$ cat src/include/lpm_pkg.sv
// shared constants and types of the low-power mode controller
package lpm_pkg;
    // clock rate and missing-crystal timeout
    localparam int unsigned CLK_HZ       = 125_000_000;
    localparam int unsigned MISS_TIME_US = 100;
    localparam int unsigned MISS_CYC_DEF = MISS_TIME_US * (CLK_HZ / 1_000_000);
    // register byte offsets
    localparam logic [7:0] OFS_PWR_CTRL  = 8'h00; // power_control_reg
    localparam logic [7:0] OFS_PMU_CFG   = 8'h04; // power_mgmt_config_reg
    localparam logic [7:0] OFS_CLK_CFG   = 8'h08;
    localparam logic [7:0] OFS_PERIPH_EN = 8'h0C;
    localparam logic [7:0] OFS_RTC_CNT   = 8'h10;
    localparam logic [7:0] OFS_RTC_ALARM = 8'h14;
    localparam logic [7:0] OFS_STATUS    = 8'h18;
    localparam logic [7:0] OFS_PMATCH    = 8'h1C;
    // field positions
    localparam int unsigned PC_IDLE     = 0;
    localparam int unsigned PC_STOP     = 1;
    localparam int unsigned PM_SUSPEND  = 0;
    localparam int unsigned PM_SLEEP    = 1;
    localparam int unsigned PM_ALM_RST  = 2;
    localparam int unsigned PM_FAIL_RST = 3;
    localparam int unsigned CK_SRC_LSB  = 0;
    localparam int unsigned CK_DIV_LSB  = 2;
    localparam int unsigned CK_RTC_XTAL = 5;
    localparam int unsigned CK_CAP_LSB  = 8;
    localparam int unsigned ST_CAUSE_LSB = 8;
    // clock sources and reset values
    localparam logic [1:0] SRC_LPOSC   = 2'h0;
    localparam logic [1:0] SRC_HFOSC   = 2'h1;
    localparam logic [1:0] SRC_EXT     = 2'h2;
    localparam logic [2:0] DIV_RST     = 3'h3;
    localparam logic [1:0] HTRANS_IDLE = 2'h0;
    // controller states
    typedef enum logic [5:0] {
        ST_RUN = 6'h01, ST_IDLE = 6'h02, ST_SUSPEND = 6'h04,
        ST_WAKE = 6'h08, ST_SLEEP = 6'h10, ST_STOP = 6'h20
    } lpm_state_type;
    // address phase of the register bus
    typedef struct packed {
        logic        hsel;
        logic [1:0]  htrans;
        logic [31:0] haddr;
        logic        hwrite;
        logic [2:0]  hsize;
        logic        hready;
    } lpm_ahb_req_type;
    // power net controls
    typedef struct packed {
        logic main_pwr;
        logic retain_pwr;
        logic pin_hold;
        logic dbg_keep;
    } lpm_pwr_type;
endpackage

$ cat src/lpm_clkdiv.sv
// system clock source select and power-of-two divider
`timescale 1ns/1ns
module lpm_clkdiv #(
    parameter int unsigned DW = 7
) (
    input  wire logic       i_clk,
    input  wire logic       i_nrst,
    input  wire logic       i_run,
    input  wire logic [2:0] i_src_tick,
    input  wire logic [1:0] i_src_sel,
    input  wire logic [2:0] i_div_sel,
    output logic            o_tick
);
    logic [DW-1:0] cnt_q;
    logic          tick;
    logic [DW-1:0] mask;

    // pick one source tick, unused code gives none
    function automatic logic src_pick(input logic [2:0] t, input logic [1:0] s);
        src_pick = (s == 2'h3) ? 1'b0 : t[s];
    endfunction

    assign tick = src_pick(i_src_tick, i_src_sel);
    assign mask = DW'((1 << i_div_sel) - 1);

    // count source ticks, emit one tick per ratio
    always_ff @(posedge i_clk or negedge i_nrst) begin
        if (!i_nrst) begin
            cnt_q  <= '0;
            o_tick <= 1'b0;
        end else begin
            o_tick <= 1'b0;
            if (i_run && tick) begin
                if (cnt_q >= mask) begin
                    cnt_q  <= '0;
                    o_tick <= 1'b1;
                end else begin
                    cnt_q <= cnt_q + 1'b1;
                end
            end
        end
    end
endmodule // lpm_clkdiv

$ cat src/lpm_ctrl.sv
// low-power mode, clock select and wake controller with register slave
// Overview of operation
// RL1: idle request halts core only; any interrupt resumes execution.
// RL2: suspend needs internal oscillator selected; then core and oscillators stop. The code refuses it only with the external clock selected.
// RL3: suspend ends by alarm, crystal fail, touch, port match, comparator rise.
// RL4: stop request removes all power nets, pins held; only reset exits. The code keeps dbg_keep on in stop.
// RL5: software disables analog then sets the retention request bit.
// RL6: retention keeps state in a retained net; same wakes minus touch.
// RL7: retention may drop the debug link.
// RL8: unused digital peripheral clocks are gated off.
// RL9: after reset system clock is low-power oscillator divided by eight.
// RL10: divider offers ratios 1 to 128 in powers of two.
// RL11: 32-bit free-running counter with alarm compare.
// RL12: missing crystal detector raises a failure event.
// RL13: counter clocks from low-frequency oscillator or crystal.
// RL14: crystal load capacitance has sixteen settings.
// RL15: alarm or failure wakes, or resets when so configured.
// RL16: counter clock available as buffered output.
// RL17: sixteen pins share a match interrupt; two pins own vectors.
// RL18: wake waits for restarted oscillator stable before core clock.
`timescale 1ns/1ns
module lpm_ctrl #(
    parameter int unsigned MISS_CYC = lpm_pkg::MISS_CYC_DEF,
    parameter int unsigned NPINS    = 16,
    parameter int unsigned NPER     = 8
) (
    input  wire logic                   I_CLOCK,
    input  wire logic                   I_NRST,
    input  wire lpm_pkg::lpm_ahb_req_type I_AHB,
    input  wire logic [31:0]            I_HWDATA,
    output logic [31:0]                 O_HRDATA,
    output logic                        O_HREADYOUT,
    output logic                        O_HRESP,
    input  wire logic [2:0]             I_SRC_TICK,
    input  wire logic                   I_LFOSC_TICK,
    input  wire logic                   I_XTAL_TICK,
    input  wire logic                   I_OSC_READY,
    input  wire logic                   I_IRQ_ANY,
    input  wire logic                   I_CSENSE_IRQ,
    input  wire logic                   I_CMP_OUT,
    input  wire logic [NPINS-1:0]       I_PORT_PINS,
    input  wire logic [1:0]             I_PIN_INT,
    output logic                        O_SYSTEM_CLOCK_EN,
    output logic                        O_CORE_CLK_EN,
    output logic [NPER-1:0]             O_PERIPH_CLK_EN,
    output logic [1:0]                  O_OSC_EN,
    output logic [1:0]                  O_SYSTEM_CLOCK_SRC,
    output lpm_pkg::lpm_pwr_type        O_PWR,
    output logic                        O_RTC_CLK_OUT,
    output logic [3:0]                  O_XTAL_CAP,
    output logic                        O_RTC_XTAL,
    output logic                        O_RESET_REQ,
    output logic                        O_PORT_MATCH_IRQ,
    output logic [1:0]                  O_PIN_IRQ
);
    import lpm_pkg::*;

    ////////////////////////////////////////////////////////////////
    // declarations
    lpm_state_type     st_q, st_d;
    logic              wr_q;
    logic [7:0]        addr_q;
    logic [2:0]        div_q;
    logic              alm_rst_q, fail_rst_q;
    logic [31:0]       alarm_q;
    logic [NPINS-1:0]  pm_val_q, pm_mask_q;
    logic [5:0]        cause_q, cause_set;
    logic              cmp_q;
    logic [31:0]       rtc_count, rd_word;
    logic              alarm_ev, fail_ev, system_clock_tick;
    logic              idle_req, stop_req, susp_req, sleep_req;
    logic              pmatch_ev, cmp_rise, any_irq;
    logic              wake_susp, wake_sleep;

    // write strobe for one register in the data phase
    function automatic logic wr_hit(input logic w, input logic [7:0] a, input logic [7:0] ofs);
        wr_hit = w && (a == ofs);
    endfunction

    // states in which the system clock keeps running
    function automatic logic clk_runs(input lpm_state_type s);
        clk_runs = (s == ST_RUN) || (s == ST_IDLE);
    endfunction

    ////////////////////////////////////////////////////////////////
    // register bus slave, zero wait states
    always_ff @(posedge I_CLOCK or negedge I_NRST) begin
        if (!I_NRST) begin
            wr_q        <= 1'b0;
            addr_q      <= 8'h00;
            O_HRDATA    <= 32'h0;
            O_HREADYOUT <= 1'b0;
            O_HRESP     <= 1'b0;
        end else begin
            O_HREADYOUT <= 1'b1;
            O_HRESP     <= 1'b0;
            wr_q        <= 1'b0;
            if (I_AHB.hsel && I_AHB.htrans[1] && I_AHB.hready) begin
                wr_q     <= I_AHB.hwrite;
                addr_q   <= I_AHB.haddr[7:0];
                O_HRDATA <= I_AHB.hwrite ? 32'h0 : rd_word;
            end
        end
    end

    // read multiplexer, unmapped reads as zero
    always_comb begin
        rd_word = 32'h0;
        if (I_AHB.haddr[31:8] == 24'h0) begin
            unique case (I_AHB.haddr[7:0])
                OFS_PMU_CFG: begin
                    rd_word[PM_ALM_RST]  = alm_rst_q;
                    rd_word[PM_FAIL_RST] = fail_rst_q;
                end
                OFS_CLK_CFG: begin
                    rd_word[CK_SRC_LSB +: 2] = O_SYSTEM_CLOCK_SRC;
                    rd_word[CK_DIV_LSB +: 3] = div_q;
                    rd_word[CK_RTC_XTAL]     = O_RTC_XTAL;
                    rd_word[CK_CAP_LSB +: 4] = O_XTAL_CAP;
                end
                OFS_PERIPH_EN: rd_word[NPER-1:0] = O_PERIPH_CLK_EN;
                OFS_RTC_CNT:   rd_word = rtc_count;
                OFS_RTC_ALARM: rd_word = alarm_q;
                OFS_STATUS: begin
                    rd_word[5:0]                = st_q;
                    rd_word[ST_CAUSE_LSB +: 6]  = cause_q;
                end
                OFS_PMATCH:    rd_word = {pm_mask_q, pm_val_q};
                default:       rd_word = 32'h0;
            endcase
        end
    end

    ////////////////////////////////////////////////////////////////
    // mode requests, taken only while running
    assign idle_req  = wr_hit(wr_q, addr_q, OFS_PWR_CTRL) && I_HWDATA[PC_IDLE];
    assign stop_req  = wr_hit(wr_q, addr_q, OFS_PWR_CTRL) && I_HWDATA[PC_STOP];
    assign susp_req  = wr_hit(wr_q, addr_q, OFS_PMU_CFG) && I_HWDATA[PM_SUSPEND];
    assign sleep_req = wr_hit(wr_q, addr_q, OFS_PMU_CFG) && I_HWDATA[PM_SLEEP];

    // configuration registers
    always_ff @(posedge I_CLOCK or negedge I_NRST) begin
        if (!I_NRST) begin
            // RL9 default clock choice
            O_SYSTEM_CLOCK_SRC    <= SRC_LPOSC;
            div_q           <= DIV_RST;
            O_RTC_XTAL      <= 1'b0;
            O_XTAL_CAP      <= 4'h0;
            alm_rst_q       <= 1'b0;
            fail_rst_q      <= 1'b0;
            alarm_q         <= 32'hFFFFFFFF;
            pm_val_q        <= '0;
            pm_mask_q       <= '0;
        end else begin
            if (wr_hit(wr_q, addr_q, OFS_CLK_CFG)) begin
                O_SYSTEM_CLOCK_SRC <= I_HWDATA[CK_SRC_LSB +: 2];
                // RL10 ratio select
                div_q        <= I_HWDATA[CK_DIV_LSB +: 3];
                // RL13 counter clock select
                O_RTC_XTAL   <= I_HWDATA[CK_RTC_XTAL];
                // RL14 load capacitance
                O_XTAL_CAP   <= I_HWDATA[CK_CAP_LSB +: 4];
            end
            if (wr_hit(wr_q, addr_q, OFS_PMU_CFG)) begin
                alm_rst_q  <= I_HWDATA[PM_ALM_RST];
                fail_rst_q <= I_HWDATA[PM_FAIL_RST];
            end
            if (wr_hit(wr_q, addr_q, OFS_RTC_ALARM)) begin
                alarm_q <= I_HWDATA;
            end
            if (wr_hit(wr_q, addr_q, OFS_PMATCH)) begin
                pm_val_q  <= I_HWDATA[NPINS-1:0];
                pm_mask_q <= I_HWDATA[16 +: NPINS];
            end
        end
    end

    ////////////////////////////////////////////////////////////////
    // wake event sources
    assign pmatch_ev  = |((I_PORT_PINS ^ pm_val_q) & pm_mask_q);
    assign cmp_rise   = I_CMP_OUT && !cmp_q;
    assign any_irq    = I_IRQ_ANY || (|I_PIN_INT) || pmatch_ev || I_CSENSE_IRQ;
    assign wake_sleep = alarm_ev || fail_ev || pmatch_ev || cmp_rise;
    assign wake_susp  = wake_sleep || I_CSENSE_IRQ;
    assign cause_set  = {any_irq, cmp_rise, pmatch_ev, I_CSENSE_IRQ, fail_ev, alarm_ev};

    // event capture, sticky causes cleared by writing ones
    always_ff @(posedge I_CLOCK or negedge I_NRST) begin
        if (!I_NRST) begin
            cmp_q            <= 1'b0;
            cause_q          <= 6'h00;
            O_PORT_MATCH_IRQ <= 1'b0;
            O_PIN_IRQ        <= 2'h0;
            O_RESET_REQ      <= 1'b0;
        end else begin
            cmp_q <= I_CMP_OUT;
            if (wr_hit(wr_q, addr_q, OFS_STATUS)) begin
                cause_q <= (cause_q & ~I_HWDATA[ST_CAUSE_LSB +: 6]) | cause_set;
            end else begin
                cause_q <= cause_q | cause_set;
            end
            // RL17 shared match and dedicated pin vectors
            O_PORT_MATCH_IRQ <= pmatch_ev;
            O_PIN_IRQ        <= I_PIN_INT;
            // RL15 optional reset from counter events
            O_RESET_REQ <= (alarm_ev && alm_rst_q) || (fail_ev && fail_rst_q);
        end
    end

    ////////////////////////////////////////////////////////////////
    // mode state machine
    always_comb begin
        st_d = st_q;
        unique case (st_q)
            ST_RUN: begin
                // RL4 full shutdown entry
                if (stop_req) begin
                    st_d = ST_STOP;
                // RL5 retention entry
                end else if (sleep_req) begin
                    st_d = ST_SLEEP;
                // RL2 suspend from any source select except the external clock
                end else if (susp_req && O_SYSTEM_CLOCK_SRC != SRC_EXT) begin
                    st_d = ST_SUSPEND;
                end else if (idle_req) begin
                    st_d = ST_IDLE;
                end
            end
            // RL1 any interrupt resumes
            ST_IDLE:    if (any_irq) st_d = ST_RUN;
            // RL3 suspend wake sources
            ST_SUSPEND: if (wake_susp) st_d = ST_WAKE;
            // RL6 retention wake sources
            ST_SLEEP:   if (wake_sleep) st_d = ST_WAKE;
            // RL18 wait for stable oscillator
            ST_WAKE:    if (I_OSC_READY) st_d = ST_RUN;
            ST_STOP:    st_d = ST_STOP;
            default:    st_d = ST_RUN;
        endcase
    end

    // state, core clock, oscillator and power outputs follow the next state; peripheral enables follow register writes
    always_ff @(posedge I_CLOCK or negedge I_NRST) begin
        if (!I_NRST) begin
            st_q            <= ST_RUN;
            O_CORE_CLK_EN   <= 1'b1;
            O_PERIPH_CLK_EN <= '0;
            O_OSC_EN        <= 2'h1;
            O_PWR           <= 4'hF;
        end else begin
            st_q          <= st_d;
            O_CORE_CLK_EN <= (st_d == ST_RUN);
            // RL8 peripheral clock gating
            if (wr_hit(wr_q, addr_q, OFS_PERIPH_EN)) begin
                O_PERIPH_CLK_EN <= I_HWDATA[NPER-1:0];
            end
            // RL2 oscillators off while suspended
            O_OSC_EN[0] <= (O_SYSTEM_CLOCK_SRC == SRC_LPOSC) && (clk_runs(st_d) || st_d == ST_WAKE);
            O_OSC_EN[1] <= (O_SYSTEM_CLOCK_SRC == SRC_HFOSC) && (clk_runs(st_d) || st_d == ST_WAKE);
            // RL4 power nets and pin hold
            O_PWR.main_pwr   <= !(st_d == ST_SLEEP || st_d == ST_STOP);
            O_PWR.retain_pwr <= (st_d != ST_STOP);
            O_PWR.pin_hold  <= (st_d == ST_SLEEP || st_d == ST_STOP);
            // RL7 debug link dropped in retention
            O_PWR.dbg_keep  <= (st_d != ST_SLEEP);
        end
    end

    ////////////////////////////////////////////////////////////////
    // divider and counter
    lpm_clkdiv i_lpm_clkdiv (
        .i_clk      (I_CLOCK),
        .i_nrst     (I_NRST),
        .i_run      (clk_runs(st_q)),
        .i_src_tick (I_SRC_TICK),
        .i_src_sel  (O_SYSTEM_CLOCK_SRC),
        .i_div_sel  (div_q),
        .o_tick     (system_clock_tick)
    );
    assign O_SYSTEM_CLOCK_EN = system_clock_tick;

    lpm_rtc #(.MISS_CYC(MISS_CYC)) i_lpm_rtc (
        .i_clk       (I_CLOCK),
        .i_nrst      (I_NRST),
        .i_xtal_sel  (O_RTC_XTAL),
        .i_lf_tick   (I_LFOSC_TICK),
        .i_xtal_tick (I_XTAL_TICK),
        .i_load      (wr_hit(wr_q, addr_q, OFS_RTC_CNT)),
        .i_load_val  (I_HWDATA),
        .i_alarm     (alarm_q),
        .o_count     (rtc_count),
        .o_alarm_ev  (alarm_ev),
        .o_fail_ev   (fail_ev),
        .o_clk_out   (O_RTC_CLK_OUT)
    );
endmodule // lpm_ctrl

$ cat src/lpm_rtc.sv
// free-running 32-bit counter with alarm and crystal watch
`timescale 1ns/1ns
module lpm_rtc #(
    parameter int unsigned MISS_CYC = 12500
) (
    input  wire logic        i_clk,
    input  wire logic        i_nrst,
    input  wire logic        i_xtal_sel,
    input  wire logic        i_lf_tick,
    input  wire logic        i_xtal_tick,
    input  wire logic        i_load,
    input  wire logic [31:0] i_load_val,
    input  wire logic [31:0] i_alarm,
    output logic [31:0]      o_count,
    output logic             o_alarm_ev,
    output logic             o_fail_ev,
    output logic             o_clk_out
);
    localparam int unsigned MW = $clog2(MISS_CYC + 1);
    logic          tick;
    logic [MW-1:0] miss_q;
    logic          failed_q;

    assign tick = i_xtal_sel ? i_xtal_tick : i_lf_tick;

    // RL11 count, load and alarm
    always_ff @(posedge i_clk or negedge i_nrst) begin
        if (!i_nrst) begin
            o_count    <= 32'h0;
            o_alarm_ev <= 1'b0;
            o_clk_out  <= 1'b0;
        end else begin
            o_alarm_ev <= tick && !i_load && (o_count + 32'h1 == i_alarm);
            if (i_load) begin
                o_count <= i_load_val;
            end else if (tick) begin
                o_count <= o_count + 32'h1;
            end
            // RL16 buffered clock out
            if (tick) begin
                o_clk_out <= ~o_clk_out;
            end
        end
    end

    // RL12 missing crystal detector
    always_ff @(posedge i_clk or negedge i_nrst) begin
        if (!i_nrst) begin
            miss_q    <= '0;
            failed_q  <= 1'b0;
            o_fail_ev <= 1'b0;
        end else begin
            o_fail_ev <= 1'b0;
            if (!i_xtal_sel || i_xtal_tick) begin
                miss_q   <= '0;
                failed_q <= 1'b0;
            end else if (miss_q == MW'(MISS_CYC - 1)) begin
                failed_q  <= 1'b1;
                o_fail_ev <= !failed_q;
            end else begin
                miss_q <= miss_q + 1'b1;
            end
        end
    end
endmodule // lpm_rtc

$ cat config.mk
export PLATFORM = sky130hd
export DESIGN_NAME = lpm_ctrl
export DESIGN_NICKNAME = d
export VERILOG_FILES = /design/src/include/lpm_pkg.sv /design/src/lpm_clkdiv.sv /design/src/lpm_ctrl.sv /design/src/lpm_rtc.sv
export SDC_FILE = /design/constraint.sdc
export NUM_CORES = 1
export LEC_CHECK = 0
export BUFFER_PORTS_ARGS = -buffer_cell sky130_fd_sc_hd__buf_2
export CORE_MARGIN = 5
export CORE_UTILIZATION = 40
export CTS_BUF_LIST = sky130_fd_sc_hd__clkbuf_8
export CTS_CLUSTER_DIAMETER = 60
export DETAILED_ROUTE_END_ITERATION = 7
export HOLD_SLACK_MARGIN = 0.02
export SYNTH_ARGS = -nofsm -noshare
export SYNTH_HDL_FRONTEND = slang
export SYNTH_SLANG_ARGS = --single-unit
export TNS_END_PERCENT = 20
$ cat constraint.sdc
create_clock -name I_CLOCK -period 5.25 [get_ports I_CLOCK]
set_input_delay 0.2625 -clock I_CLOCK [delete_from_list [all_inputs] [get_ports I_CLOCK]]
set_output_delay 0.2625 -clock I_CLOCK [all_outputs]
set_load 0.005 [all_outputs]
Yosys cells after proc, flatten, opt, wreduce, memory -nomap -nowiden --
Cells that the tools add are included.
Storage, ports and cells: bits in registers 208, word-level logic and storage cells 164, output and inout bits 62, input port bits 101
Operators by class: muxes and demuxes 35, add/sub/neg operators 4, magnitude comparators 2, reduce and logical (&&, ||, !) cells 48, bitwise gates (word level) 7, shifts and indexed selects 1, eq/ne operators 33
Operators by type and width (number):
- two-way mux 32 bit | 4
- == test 8 x 5 -> 1 bit, second input constant | 8
- two-way mux 6 bit | 9
- case mux 18 bit (3 select lines) | 1
- case mux 6 bit (6 select lines) | 1
- adder 32 x 1 -> 32 bit, second input constant | 1
- == test 32 bit | 1
- == test 8 x 4 -> 1 bit, second input constant | 4
- two-way mux 14 bit | 2
- zero test 24 bit | 1
- case mux 2 bit (6 select lines) | 2
- logical AND 1 bit | 23
- case mux 4 bit (5 select lines) | 1
- bitwise AND 16 bit | 1
- == test 8 x 3 -> 1 bit, second input constant | 2
- case mux 2 bit (4 select lines) | 2
- OR reduction 16 bit | 1
- XOR 16 bit | 1
- adder 14 x 1 -> 14 bit, second input constant | 1
- == test 14 bit, second input constant | 1
- case mux 2 bit (7 select lines) | 1
- logical OR 1 bit | 13
- == test 6 x 1 -> 1 bit, second input constant | 2
- == test 6 x 2 -> 1 bit, second input constant | 2
- other kinds (27) | 45

Depth between registers and ports, before layout --
Gate-level depths: netlist (run 1).
depth in word-level cells 12, gate-level depth with buffers 9, depth with buffers taken out 9

By module --
A second synthesis (run 1) with hierarchy kept.
Unflattened totals: cells, all modules 1095, area total of the unflattened synthesis 11637.4 sq um
Modules (own cells, without submodules):
- lpm_ctrl | sequential area each 3804.9 sq um, cells each 587, area each 7287.0 sq um, times used 1
- lpm_rtc | sequential area each 1251.2 sq um, cells each 444, area each 3738.6 sq um, times used 1
- lpm_clkdiv | sequential area each 200.2 sq um, cells each 64, area each 611.8 sq um, times used 1

Worst setup path before layout (run 1) --
Ideal clock, no wire load.
path kind register -> register, start reg addr_q[1], end reg O_PERIPH_CLK_EN[0], path slack 2.954 ns, period minus slack after synthesis 2.296 ns, cell stages (with the launch flop) 5, required time 5.125 ns, setup time 0.125 ns, buffers on the path 0, arrival 2.171 ns, path through dfrtp_1 > or4_4 > or4b_4 > nor3b_4 > mux2_2
On the way: cells in the longest elaborated chain, start to end 2
Ends and longest elaborated chain:
- start: declaration | line lpm_ctrl.sv:62 | logic [7:0] addr_q;
- start signal: assignment | line lpm_ctrl.sv:100 | addr_q <= I_AHB.haddr[7:0];
- == test 8 x 4 -> 1 bit | line lpm_ctrl.sv:77 | wr_hit = w && (a == ofs);
- logical AND 1 bit | line lpm_ctrl.sv:77
- end signal: assignment | line lpm_ctrl.sv:255 | O_PERIPH_CLK_EN <= I_HWDATA[NPER-1:0];
- end: declaration | line lpm_ctrl.sv:45 | output logic [NPER-1:0] O_PERIPH_CLK_EN,
Every way passes these cells. A chain may end at the register's enable or synchronous reset.

Worst setup path in the final report (run 1) --
start reg i_lpm_rtc.o_count[0], end reg i_lpm_rtc.o_alarm_ev
On the way: cells in the longest elaborated chain, start to end 3
Ends and longest elaborated chain:
- start: declaration | line lpm_rtc.sv:14 | output logic [31:0] o_count,
- start signal: assignment | line lpm_rtc.sv:35 | o_count <= i_load_val;
- start signal: assignment | line lpm_rtc.sv:37 | o_count <= o_count + 32'h1;
- adder 32 x 1 -> 32 bit | line lpm_rtc.sv:33 | o_alarm_ev <= tick && !i_load && (o_count + 32'h1 == i_alarm);
- == test 32 bit | line lpm_rtc.sv:33
- logical AND 1 bit | line lpm_rtc.sv:33
- end signal: assignment | line lpm_rtc.sv:33
- end: declaration | line lpm_rtc.sv:15 | output logic o_alarm_ev,
Every way passes these cells.

==> impl_results.rst, run 1 <==
.. list-table::
   :header-rows: 1

   * - Metric
     - Value
   * - Design area
     - 0.01321 mm^2
   * - Number of cells produced by synthesis
     - 1065
   * - Number of synthesized flops with an enable pin
     - 0
   * - Netlist Area Pre-Place
     - 0.01101 mm^2
   * - Number of buffers added to fix hold violations after cts
     - 32
   * - Cell area reported after detailed placement
     - 0.01208 mm^2
   * - Total buffers and inverters traversed by the critical path
     - 0
   * - Startpoint-to-endpoint class of the critical path
     - flop to flop
   * - Fin Clk Skew
     - 13.22 ps
   * - Number of buffers inserted to repair setup after CTS
     - 0
   * - Resize count post-CTS
     - 0
   * - NumNets Final
     - 1353
   * - Drt first pass iters
     - 5
   * - Core Footprint
     - 0.02703 mm^2
   * - Count of warnings emitted by yosys
     - 0
   * - Hold violation total from the final report
     - 0
   * - Crit path capture type
     - flop
   * - Async S/R FF share, synth
     - 1.000
   * - Hpwl dp
     - 23.97 mm
   * - Initial core utilization
     - 0.4074
   * - Count of cell types in the netlist
     - 70
   * - Number of antenna violations at the first check in global routing
     - 0
   * - First-iteration detailed-routing DRC count
     - 900
   * - Transition at the pin with the smallest max-transition slack
     - 1213 ps
   * - Synth area leaders
     - sky130_fd_sc_hd__dfrtp_1 38%, sky130_fd_sc_hd__dfstp_2 9.8%, sky130_fd_sc_hd__mux2_2 9.5%
   * - Vias per Instance
     - 5.654
   * - Mean routed wirelength per cell
     - 21.02 um
   * - Data required time of the worst path
     - 5660 ps
   * - First-pass GRT wire length
     - 53.10 mm
   * - CTS tree
     - yes
   * - Family with the most delay on the worst path
     - simple AND/OR/NAND/NOR gates
   * - Fraction of final layout cells sized beyond drive strength 1
     - 0.2969
   * - Final period util
     - 0.5771
   * - Area growth from synthesis to layout
     - 20.01%
   * - Post-layout utilization of the core
     - 0.4889
   * - Time the final worst path needs with I/O delays and setup
     - 3030 ps
   * - Number of buffers added by the clock tree synthesis step
     - 38
   * - Area of the die
     - 0.03094 mm^2
   * - Fraction of the yosys area taken by sequential cells
     - 0.4774
   * - Type of element launching the critical path
     - flop
   * - Leak Pwr
     - 5.886 nW
   * - Largest net degree at the start of global routing
     - 106
   * - Slew Viols, Final
     - 0
   * - Floorplan row count
     - 60
   * - Avg Synthesized Cell Area
     - 10.34 um^2
   * - Ordered cell list for the critical path
     - ha_1 > nand4_1 > nor4_4 > nand2_1 > xnor2_1 > nor4_1 > o2111ai_1 > nor4_1
   * - Die extent in y
     - 175.9 um
   * - Number of buffers on the longest clock path
     - 3
   * - Total via count in the routed design
     - 9108
   * - Number of routed nets with antenna violations
     - 0
   * - Clock-pin slew on the worst setup and hold paths
     - 60 ps
   * - CP peak stage delay
     - 550 ps
   * - Root Buffer
     - sky130_fd_sc_hd__clkbuf_8
   * - Cell type with the largest total area after synthesis
     - sky130_fd_sc_hd__dfrtp_1
   * - Cell occurring most often along the worst timing path
     - sky130_fd_sc_hd__nor4_1
   * - Highest-count cells in the layout ignoring fill and taps
     - 167 x sky130_fd_sc_hd__dfrtp_1, 156 x sky130_fd_sc_hd__buf_2, 93 x sky130_fd_sc_hd__mux2_2
   * - Max-cap check violation count
     - 0
   * - Critical path data arrival time
     - 3440 ps
   * - Slowest-stage cell, CP
     - sky130_fd_sc_hd__dfrtp_1
   * - Via count of the first global-routing pass
     - 9269
   * - Worst ir drop on vdd
     - 0.0002164 V
   * - Total Wirelength
     - 33.87 mm
   * - Number of primary I/O pins
     - 163
   * - Final setup viols
     - 0
   * - Worst hold path class
     - input port to flop
   * - Yosys top cell area share
     - 0.3796
   * - Count of unresolved DRC violations after routing
     - 0
   * - Unrepaired setup endpoints after global routing
     - false
   * - Top FF cell, synth
     - sky130_fd_sc_hd__dfrtp_1
   * - Clock latency reported for the late side of the worst-skew pair
     - 530 ps
   * - Final weighted congestion in routability-driven placement
     - 0.9161
   * - Nets in the synthesized netlist
     - 1176
   * - Maximum fanout count along the critical path
     - 8
   * - Die Span X
     - 175.9 um
   * - Max-Slew Margin vs Limit
     - 0.1886
   * - Most common library cell in the layout ignoring fill and taps
     - sky130_fd_sc_hd__dfrtp_1
   * - GRT Residual Overflow
     - 0
   * - Total Negative Setup Slacks
     - 0 ps
   * - Number of storage elements in the synthesis netlist
     - 208
   * - Number of buffer cells added on primary ports
     - 157
   * - Antenna Diode Count
     - 0
   * - Outcome
     - finished, final reports clean
   * - Max Clk Rate
     - 330.0 MHz
   * - H-tree depth
     - 2
   * - Pwr/cell area
     - 336.9 mW/mm^2
   * - GRT Total Usage
     - 0.2160
   * - Number of clock sinks seen by CTS
     - 208
[worst paths after layout]
kind | from | to | slack, ps | depth (start not counted)
setup / recovery | i_lpm_rtc.o_count[0]$_DFFE_PN0P_ | i_lpm_rtc.o_alarm_ev$_DFF_PN0_ | 2220 | 8
max in group asynchronous | I_NRST | i_lpm_rtc.miss_q[7]$_DFFE_PN0P_ | 3860 | 3
hold / removal | I_HWDATA[4] | div_q[2]$_DFFE_PN0P_ | 50 | 3
hold reg to reg | i_lpm_rtc.failed_q$_DFFE_PN0P_ | i_lpm_rtc.o_fail_ev$_DFF_PN0_ | 440 | 1
setup reg to reg | i_lpm_rtc.o_count[0]$_DFFE_PN0P_ | i_lpm_rtc.o_alarm_ev$_DFF_PN0_ | 2220 | 8
min in group asynchronous | I_NRST | O_HRDATA[15]$_DFFE_PN0P_ | 350 | 2
[routing by layer]
metal / track usage / share of wire / vias to the layer above / wire [um]
li1: - / - / 4246 / -
met1: 0.2982 / 0.44 / 4459 / 14960
met2: 0.3487 / 0.47 / 330 / 15840
met3: 0.03659 / 0.062 / 73 / 2099
met4: 0.06790 / 0.029 / 0 / 966
met5: 0 / 0 / - / 0
[metrics by stage]
step	power, mW	std cells	hold WS, ps	worst slack (ps)
after floorplan	2.522	1065	-33.09	2954
after global placement	2.785	1511	374.2	2139
after detailed placement	2.805	1511	366.4	2118
after CTS	4.495	1611	26.93	2213
after global routing	4.693	1611	52.01	1964
final	4.451	1611	45.96	2220
[cells by family (layout without fill, tap and decap cells)]
group | after synthesis | in the layout | synth area share
XOR/XNOR | 101 | 101 | 0.08035
flip-flops | 208 | 208 | 0.4774
buffers and inverters | 78 | 283 | 0.02989
AO/OA/AOI/OAI | 211 | 211 | 0.1316
other | 2 | 2 | 0.0006822
AND/OR/NAND/NOR | 357 | 357 | 0.1689
multiplexers | 98 | 98 | 0.09978
adder cells (fa/ha/maj) | 10 | 10 | 0.01136
[worst reg2reg max path: cells and delay by family, from the launching register on]
| kind | cells | cell delay, ps |
|---|---|---|
| DFF | 1 | 550 |
| and+or+nand+nor | 5 | 1690 |
| adders and majority gates | 1 | 370 |
| xor gates and xnor gates | 1 | 150 |
| AOI/OAI and AO/OA | 1 | 150 |
[state kept, by name (all words and copies together), names as in the netlist, 2 cells and up]
name and cells:
st_q 6, O_PWR 4, O_SYSTEM_CLOCK_SRC 2, addr_q 8, cause_q 6, O_PERIPH_CLK_EN 8, alarm_q 32, O_OSC_EN 2
div_q 3, pm_mask_q 16, pm_val_q 16, O_PIN_IRQ 2, i_lpm_rtc.miss_q 14, i_lpm_clkdiv.cnt_q 7, O_XTAL_CAP 4, O_HRDATA 32
i_lpm_rtc.o_count 32
[synthesized netlist by cell type, types with 10 or more instances]
master / instances
sky130_fd_sc_hd__dfrtp_1: 167
sky130_fd_sc_hd__mux2_2: 93
sky130_fd_sc_hd__nand2_1: 92
sky130_fd_sc_hd__nor2_1: 81
sky130_fd_sc_hd__xor2_1: 56
sky130_fd_sc_hd__a21oi_1: 51
sky130_fd_sc_hd__nand3_1: 45
sky130_fd_sc_hd__xnor2_1: 45
sky130_fd_sc_hd__o21ai_0: 42
sky130_fd_sc_hd__dfstp_2: 41
sky130_fd_sc_hd__clkbuf_1: 39
sky130_fd_sc_hd__a22oi_1: 28
sky130_fd_sc_hd__a222oi_1: 24
sky130_fd_sc_hd__nor4_1: 21
sky130_fd_sc_hd__nand4_1: 19
sky130_fd_sc_hd__inv_1: 18
sky130_fd_sc_hd__nor3_1: 18
sky130_fd_sc_hd__a22o_1: 17
sky130_fd_sc_hd__buf_2: 14
sky130_fd_sc_hd__nor2b_1: 12
sky130_fd_sc_hd__and3_1: 11
sky130_fd_sc_hd__ha_1: 10
[final cells by class]
| type | instances | area (um^2) |
|---|---|---|
| clock buffers | 50 | 688.2 |
| clock inverters | 18 | 127.6 |
| inverters | 18 | 67.56 |
| flip-flops and latches | 208 | 5256 |
| fillers | 2515 | 13810 |
| multi-input cells | 779 | 5458 |
| well taps | 341 | 426.7 |
| repair buffers | 197 | 1189 |
[where the power goes]
part / switching, mW / internal [mW] / total, mW
combinational: 0.412 / 0.365 / 0.776
clock: 0.697 / 0.949 / 1.65
sequential: 0.254 / 1.77 / 2.03
No activity file was read; power rests on OpenSTA's default activity.
==> inputs of run 2 (changes only) <==
- ABC_AREA: default -> 1
- clock period: 5.25 -> 2.6 ns (I/O delays scaled with it)
==> run 2 against run 1 <==
  * Final cell count up 27%
  * Combinational power up 140%
  * Register-to-register slack worse by 2000 ps
  * Clock power up 91%
  * Clock skew up 17 ps
  * Wire length up 10%
  * Highest routed layer unchanged
==> impl_results.rst, run 2 <==
.. list-table::
   :header-rows: 1

   * - Metric
     - Value
   * - Combinational Power Share
     - 0.202 (+0.028)
   * - Total Negative Setup Slacks
     - 0 ps (unchanged)
   * - Vias per Instance
     - 5.263 (-6.9%)
   * - Count of cell types in the netlist
     - 53 (-24%)
   * - Slowest-stage cell, CP
     - sky130_fd_sc_hd__dfrtp_1
   * - Clock network fraction of total power
     - 0.348 (-0.022)
   * - Data required time of the worst path
     - 3080 ps (-2580 ps)
   * - Fraction of final layout cells sized beyond drive strength 1
     - 0.2025 (-0.09433)
   * - First-iteration detailed-routing DRC count
     - 958 (+6.4%)
   * - Root Buffer
     - sky130_fd_sc_hd__clkbuf_8
   * - Fraction of power spent switching nets
     - 0.3333 (+0.02715)
   * - Number of antenna violations at the first check in global routing
     - 0 (unchanged)
   * - GRT Total Usage
     - 0.2364 (+0.02040)
   * - Worst ir drop on vdd
     - 0.0003045 V (+41%)
   * - Fin Clk Skew
     - 29.80 ps (+16.58 ps)
   * - Top-count cell post-synth
     - sky130_fd_sc_hd__nand2_1
   * - Max Clk Rate
     - 426.3 MHz (+29%)
   * - Time the final worst path needs with I/O delays and setup
     - 2346 ps (-684.0 ps)
   * - Total Power Consumption
     - 9.077 mW (+100%)
   * - Post-layout utilization of the core
     - 0.4990 (+0.01016)
   * - Number of synthesized flops with an enable pin
     - 0 (unchanged)
   * - Core Footprint
     - 0.02763 mm^2 (+2.2%)
   * - Via count of the first global-routing pass
     - 10220 (+10%)
   * - H-tree depth
     - 2 (unchanged)
   * - First-pass GRT wire length
     - 57.64 mm (+8.5%)
   * - Outcome
     - finished, final reports clean
   * - Number of buffers added by the clock tree synthesis step
     - 39 (+2.6%)
   * - Final weighted congestion in routability-driven placement
     - 0.9469 (+3.4%)
   * - Antenna Diode Count
     - 0 (unchanged)
   * - Maximum fanout count along the critical path
     - 9 (+1)
   * - Cell type with the largest total area after synthesis
     - sky130_fd_sc_hd__dfrtp_1
   * - Netlist Area Pre-Place
     - 0.01110 mm^2 (+0.84%)
   * - Net Switching
     - 3.026 mW (+120%)
   * - Initial core utilization
     - 0.4018 (-0.005541)
   * - CTS tree
     - yes
   * - Clock latency reported for the late side of the worst-skew pair
     - 550 ps (+20 ps)
   * - Number of buffers inserted to repair setup after CTS
     - 0 (unchanged)
   * - Transition at the pin with the smallest max-transition slack
     - 785.5 ps (-427.2 ps)
   * - Unrepaired setup endpoints after global routing
     - false
   * - Ordered cell list for the critical path
     - ha_2 > nand2_4 > nor2_8 > nand3_4 > nor2_4 > nand3b_4 > xor2_1 > xor2_1 > nand4_1 > nor2_2 > nand4_1 > nor2_1
   * - Count of unresolved DRC violations after routing
     - 0 (unchanged)
   * - Area growth from synthesis to layout
     - 24.20%
   * - Crit path capture type
     - flop
   * - Top cells by count, synth
     - 347 x sky130_fd_sc_hd__nand2_1, 174 x sky130_fd_sc_hd__inv_1, 168 x sky130_fd_sc_hd__o21ai_0, 167 x sky130_fd_sc_hd__dfrtp_1, 89 x sky130_fd_sc_hd__nor2_1
   * - Total via count in the routed design
     - 10770 (+18%)
   * - CP peak stage delay
     - 460 ps (-90 ps)
   * - Type of element launching the critical path
     - flop
   * - Number of buffer cells added on primary ports
     - 157 (unchanged)
   * - Max-Slew Margin vs Limit
     - 0.4751 (+0.2865)
   * - Async S/R FF share, synth
     - 1.000 (unchanged)
   * - Die Span X
     - 176.6 um (+0.40%)
   * - Family with the most delay on the worst path
     - simple AND/OR/NAND/NOR gates
   * - Number of storage elements in the synthesis netlist
     - 208 (unchanged)
   * - Highest-count cells in the layout ignoring fill and taps
     - 345 x sky130_fd_sc_hd__nand2_1, 187 x sky130_fd_sc_hd__inv_1, 168 x sky130_fd_sc_hd__o21ai_0
   * - NumNets Final
     - 1750 (+29%)
   * - Clock-pin slew on the worst setup and hold paths
     - 60 ps (about the same)
   * - Final period util
     - 0.9023 (+0.3252)
   * - Yosys top cell area share
     - 0.3764 (-0.003166)
   * - Nets in the synthesized netlist
     - 1511 (+28%)
   * - Final WS setup
     - 254.0 ps (-1966 ps)
   * - Max-cap check violation count
     - 0 (unchanged)
   * - Leading registers by flop count
     - O_HRDATA x32, alarm_q x32, i_lpm_rtc.o_count x32
   * - Mean routed wirelength per cell
     - 18.27 um (-13%)
   * - Slew Viols, Final
     - 0 (unchanged)
   * - Top FF cell, synth
     - sky130_fd_sc_hd__dfrtp_1
   * - Leak Pwr
     - 7.035 nW (+20%)
   * - Area of the die
     - 0.03119 mm^2 (+0.79%)
   * - Largest net degree at the start of global routing
     - 75 (-29%)
   * - Number of primary I/O pins
     - 163 (unchanged)
   * - Most common library cell in the layout ignoring fill and taps
     - sky130_fd_sc_hd__nand2_1
   * - Drt first pass iters
     - 5 (unchanged)
   * - Count of warnings emitted by yosys
     - 0 (unchanged)
   * - Fraction of the yosys area taken by sequential cells
     - 0.4735 (-0.003982)
   * - Number of cells produced by synthesis
     - 1400 (+31%)
   * - GRT Residual Overflow
     - 0 (unchanged)
   * - Floorplan row count
     - 61 (+1.7%)
   * - Number of routed nets with antenna violations
     - 0 (unchanged)
   * - Die extent in y
     - 176.6 um (+0.40%)
   * - Placement Setup Slack
     - 216.0 ps (-1902 ps)
   * - Startpoint-to-endpoint class of the critical path
     - flop to flop
   * - Number of buffers on the longest clock path
     - 3 (unchanged)
   * - Pwr/cell area
     - 658.3 mW/mm^2 (+95%)
   * - Int Pwr
     - 6.051 mW (+96%)
   * - Final setup viols
     - 0 (unchanged)
   * - Hpwl dp
     - 27.72 mm (+16%)
   * - Hold violation total from the final report
     - 0 (unchanged)
   * - Number of clock sinks seen by CTS
     - 208 (unchanged)
   * - Reg power frac
     - 0.450 (-0.006)
   * - Critical path data arrival time
     - 2830 ps (-610 ps)
   * - Worst hold path class
     - input port to flop
   * - Avg Synthesized Cell Area
     - 7.930 um^2 (-23%)
   * - Total Wirelength
     - 37.40 mm (+10%)
   * - Total buffers and inverters traversed by the critical path
     - 0 (unchanged)
   * - Synth area leaders
     - sky130_fd_sc_hd__dfrtp_1 38%, sky130_fd_sc_hd__nand2_1 12%, sky130_fd_sc_hd__dfstp_2 9.7%
==> run 2: logic make-up (layout without fill, tap and decap cells) <==
| logic type | count (synthesis) | count (layout) | share of synthesized area |
|---|---|---|---|
| xor gates and xnor gates | 27 | 27 | 0.02130 |
| adders and majority gates | 10 | 10 | 0.01127 |
| buffers and inverters | 225 | 494 | 0.07720 |
| other | 2 | 2 | 0.0006765 |
| and+or+nand+nor | 630 | 630 | 0.2558 |
| AOI/OAI and AO/OA | 298 | 298 | 0.1603 |
| DFF | 208 | 208 | 0.4735 |
==> run 2: what timing repair did <==
item                                    in CTS  in global routing
hold buffers                                49                  0
hold endpoints to repair                   196                  0
gates resized for setup                      0                  2
endpoints found under the setup margin       0                  1
==> run 2: worst min-delay path, cell delays in order <==
cell	delay, ps
sky130_fd_sc_hd__buf_2	110
sky130_fd_sc_hd__o21ai_0	90
sky130_fd_sc_hd__nand4_1	90
sky130_fd_sc_hd__nor3_1	50
sky130_fd_sc_hd__nand2_1	90
==> run 2: per-stage QoR <==
stage	hold WS, ps	area (um^2)	std cells
floorplan	-165.6	11100	1400
global placement	195.2	12520	1927
detailed placement	206.6	12520	1927
CTS	28.79	13780	2047
global route	49.22	13790	2047
finish	56.42	13790	2047
==> run 2: worst paths after layout <==
| check | from | endpoint | slack, ps | depth (start not counted) |
|---|---|---|---|---|
| setup / recovery | i_lpm_rtc.o_count[1]$_DFFE_PN0P_ | i_lpm_rtc.o_alarm_ev$_DFF_PN0_ | 250 | 12 |
| hold / removal | I_PORT_PINS[9] | O_PORT_MATCH_IRQ$_DFF_PN0_ | 60 | 5 |
| setup reg to reg | i_lpm_rtc.o_count[1]$_DFFE_PN0P_ | i_lpm_rtc.o_alarm_ev$_DFF_PN0_ | 250 | 12 |
| hold reg to reg | i_lpm_rtc.failed_q$_DFFE_PN0P_ | i_lpm_rtc.o_fail_ev$_DFF_PN0_ | 430 | 1 |
| max in group asynchronous | I_NRST | i_lpm_rtc.miss_q[6]$_DFFE_PN0P_ | 1590 | 3 |
| min in group asynchronous | I_NRST | addr_q[6]$_DFFE_PN0P_ | 200 | 2 |
==> run 2: per-layer routing <==
| metal | global-route usage | vias up | routed length, um |
|---|---|---|---|
| li1 | - | 5175 | - |
| met1 | 0.3493 | 5121 | 17280 |
| met2 | 0.3585 | 416 | 16420 |
| met5 | 0 | - | 0 |
| met4 | 0.06609 | 0 | 944 |
| met3 | 0.04111 | 62 | 2746 |
==> run 2: cell type report <==
| type | count | area (um^2) |
|---|---|---|
| fillers | 2746 | 13840 |
| repair buffers | 239 | 1595 |
| well taps | 378 | 473.0 |
| flip-flops and latches | 208 | 5256 |
| inverters | 184 | 690.7 |
| clock buffers | 45 | 619.3 |
| clock inverters | 26 | 155.1 |
| multi-input cells | 967 | 4999 |
==> run 2: power by group through the flow <==
stage | clock (mW) | combinational (mW) | sequential, mW
2_1_floorplan | 0 | 1.19 | 3.98
5_1_grt | 3.36 | 2.08 | 4.14
3_3_place_gp | 0 | 1.73 | 4.11
3_5_place_dp | 0 | 1.76 | 4.12
4_1_cts | 3.23 | 1.83 | 4.07
6_report | 3.15 | 1.84 | 4.09
==> inputs of run 3 (changes only) <==
- clock period: 2.6 -> 2.35 ns (I/O delays scaled with it)
==> run 3 against run 2 <==
  * Via count down 0.18%
  * Sequential share of layout area down 0.41 points
  * Sequential power up 9.8%
  * Final cell count up 0.73%
  * Non-clock buffer count up 15
  * Clock skew down 19 ps
  * Sequential cell count unchanged
  * Critical path type unchanged
  * Largest cell class unchanged
  * Largest power group unchanged
==> impl_results.rst, run 3 (synthesis gave the netlist of run 2 again) <==
.. list-table::
   :header-rows: 1

   * - Metric
     - Value
   * - Antenna Diode Count
     - 0 (unchanged)
   * - Root Buffer
     - sky130_fd_sc_hd__clkbuf_8
   * - FF+latch area
     - 0.005258 mm^2 (about the same)
   * - Number of primary I/O pins
     - 163 (unchanged)
   * - First-iteration detailed-routing DRC count
     - 845 (-12%)
   * - Total Wirelength
     - 37.67 mm (+0.75%)
   * - Total via count in the routed design
     - 10760 (-0.18%)
   * - Count of unresolved DRC violations after routing
     - 0 (unchanged)
   * - GRT Total Usage
     - 0.2408 (+0.004447)
   * - Startpoint-to-endpoint class of the critical path
     - flop to flop
   * - Number of buffer cells added on primary ports
     - 157 (unchanged)
   * - Unrepaired setup endpoints after global routing
     - true
   * - Worst-case hold slack
     - 49.38 ps (-7.035 ps)
   * - First-pass GRT wire length
     - 58.97 mm (+2.3%)
   * - Hold Crit Depth
     - 5 (unchanged)
   * - Highest-count cells in the layout ignoring fill and taps
     - 345 x sky130_fd_sc_hd__nand2_1, 183 x sky130_fd_sc_hd__inv_1, 167 x sky130_fd_sc_hd__o21ai_0
   * - Worst hold path class
     - input port to flop
   * - Hpwl dp
     - 27.93 mm (+0.75%)
   * - Number of clock sinks seen by CTS
     - 208 (unchanged)
   * - Slew Viols, Final
     - 0 (unchanged)
   * - Area growth from synthesis to layout
     - 25.58%
   * - Largest net degree at the start of global routing
     - 80 (+6.7%)
   * - Fin Clk Skew
     - 10.72 ps (-19.08 ps)
   * - CP peak stage delay
     - 360 ps (-100 ps)
   * - Final WS setup
     - 133.3 ps (-120.7 ps)
   * - Data required time of the worst path
     - 2790 ps (-290 ps)
   * - Die extent in y
     - 176.6 um (unchanged)
   * - Vias per Instance
     - 5.216 (-0.90%)
   * - Max-Slew Margin vs Limit
     - 0.5360 (+0.06087)
   * - Die Span X
     - 176.6 um (unchanged)
   * - Via count of the first global-routing pass
     - 10480 (+2.6%)
   * - Floorplan row count
     - 61 (unchanged)
   * - Time the final worst path needs with I/O delays and setup
     - 2217 ps (-129.3 ps)
   * - Final weighted congestion in routability-driven placement
     - 0.9930 (+4.9%)
   * - Transition at the pin with the smallest max-transition slack
     - 688.8 ps (-96.69 ps)
   * - Slowest-stage cell, CP
     - sky130_fd_sc_hd__dfrtp_1
   * - Placement Setup Slack
     - 95.93 ps (-120.1 ps)
   * - Number of antenna violations at the first check in global routing
     - 0 (unchanged)
   * - Leak Pwr
     - 7.098 nW (+0.90%)
   * - Pwr/cell area
     - 736.2 mW/mm^2 (+12%)
   * - Final setup viols
     - 0 (unchanged)
   * - Final period util
     - 0.9433 (+0.04097)
   * - Leading registers by flop count
     - O_HRDATA x32, alarm_q x32, i_lpm_rtc.o_count x32
   * - Fraction of final layout cells sized beyond drive strength 1
     - 0.2120 (+0.009479)
   * - Clock latency reported for the late side of the worst-skew pair
     - 540 ps (about the same)
   * - Core Footprint
     - 0.02763 mm^2 (unchanged)
   * - Area of the die
     - 0.03119 mm^2 (unchanged)
   * - Outcome
     - finished, final reports clean
   * - Hold violation total from the final report
     - 0 (unchanged)
   * - Layout fillers
     - 2716 (-1.1%)
   * - Number of buffers added by the clock tree synthesis step
     - 39 (unchanged)
   * - CTS tree
     - yes
   * - Number of buffers inserted to repair setup after CTS
     - 0 (unchanged)
   * - Mean routed wirelength per cell
     - 18.27 um (about the same)
   * - Type of element launching the critical path
     - flop
   * - Number of buffers on the longest clock path
     - 3 (unchanged)
   * - Number of cells traversed by the worst register-to-register path
     - 12 (unchanged)
   * - Post-layout utilization of the core
     - 0.5046 (+0.005570)
   * - Number of routed nets with antenna violations
     - 0 (unchanged)
   * - Total Negative Setup Slacks
     - 0 ps (unchanged)
   * - Max-cap check violation count
     - 0 (unchanged)
   * - Initial core utilization
     - 0.4018 (unchanged)
   * - Worst ir drop on vdd
     - 0.0002898 V (-4.8%)
   * - Maximum fanout count along the critical path
     - 9 (unchanged)
   * - Area occupied by multi-input gates
     - 0.005015 mm^2 (+0.33%)
   * - Max Clk Rate
     - 451.1 MHz (+5.8%)
   * - Clock-pin slew on the worst setup and hold paths
     - 60 ps (about the same)
   * - NumNets Final
     - 1765 (+0.86%)
   * - Most common library cell in the layout ignoring fill and taps
     - sky130_fd_sc_hd__nand2_1
   * - Crit path capture type
     - flop
   * - Critical path data arrival time
     - 2650 ps (-180 ps)
   * - Ordered cell list for the critical path
     - ha_2 > nand2_4 > nor2_8 > nand3_4 > nor3_2 > nand2_1 > xor2_1 > nand2_1 > o21ai_0 > nor2_2 > nand3_1 > nor2_1
   * - GRT Residual Overflow
     - 0 (unchanged)
   * - Drt first pass iters
     - 5 (unchanged)
   * - H-tree depth
     - 2 (unchanged)
   * - Cell occurring most often along the worst timing path
     - sky130_fd_sc_hd__nand2_1
[run 3: cell count changes in the layout (fill, tap and decap cells not counted), sizes merged]
| cell | before | now |
|---|---|---|
| inv | 196 | 192 |
| clkinv | 11 | 9 |
| clkinvlp | 2 | 3 |
| buf | 189 | 200 |
| dlygate4sd3 | 49 | 53 |
| clkbuf | 46 | 51 |
[run 3: critical path: cells and delay by family, from the launching register on]
family,cells,cell delay [ps]
xor gates and xnor gates,1,360
adders and majority gates,1,240
DFF,1,360
AOI/OAI and AO/OA,1,100
and+or+nand+nor,9,1060
[run 3: metal layers]
metal	global-route usage	routed length, um	part of all wire
met5	0	0	0
met3	0.04197	2759	0.073
met4	0.07866	1136	0.030
met2	0.3631	16340	0.43
met1	0.3531	17440	0.46
[run 3: final cells by class]
| cell class | count | share of cell area |
|---|---|---|
| Sequential cell | 208 | 0.3771 |
| Multi-Input combinational cell | 967 | 0.3597 |
| Timing Repair Buffer | 254 | 0.1214 |
| Inverter | 184 | 0.04954 |
| Clock buffer | 50 | 0.04936 |
| Tap cell | 378 | 0.03392 |
| Clock inverter | 21 | 0.008974 |
[run 3: worst paths after layout]
kind	from	end	slack [ps]
max reg2reg	i_lpm_rtc.o_count[0]$_DFFE_PN0P_	i_lpm_rtc.o_alarm_ev$_DFF_PN0_	130
max	i_lpm_rtc.o_count[0]$_DFFE_PN0P_	i_lpm_rtc.o_alarm_ev$_DFF_PN0_	130
min	I_PORT_PINS[13]	O_PORT_MATCH_IRQ$_DFF_PN0_	50
max in group asynchronous	I_NRST	O_HRDATA[2]$_DFFE_PN0P_	1200
min reg2reg	i_lpm_rtc.failed_q$_DFFE_PN0P_	i_lpm_rtc.o_fail_ev$_DFF_PN0_	420
min in group asynchronous	I_NRST	st_q[0]$_DFF_PN1_	160
[run 3: stage by stage]
| stage | cells | area (um^2) | power [mW] |
|---|---|---|---|
| 3_3_place_gp | 1938 | 12580 | 6.541 |
| 4_1_cts | 2062 | 13920 | 10.29 |
| 5_1_grt | 2062 | 13940 | 10.87 |
| 2_1_floorplan | 1400 | 11100 | 5.721 |
| 3_5_place_dp | 1938 | 12580 | 6.574 |
| 6_report | 2062 | 13940 | 10.26 |
[run 3: report_power, final]
group	switching (mW)	internal [mW]	total [mW]
registers	0.465	4.03	4.49
clock network	1.61	2.03	3.63
logic	1.29	0.847	2.14
[run 3: timing repair]
action / in CTS / in global routing
endpoints found under the setup margin: 0 / 8
hold endpoints to repair: 301 / 0
hold buffers: 53 / 0
gates resized for setup: 0 / 9
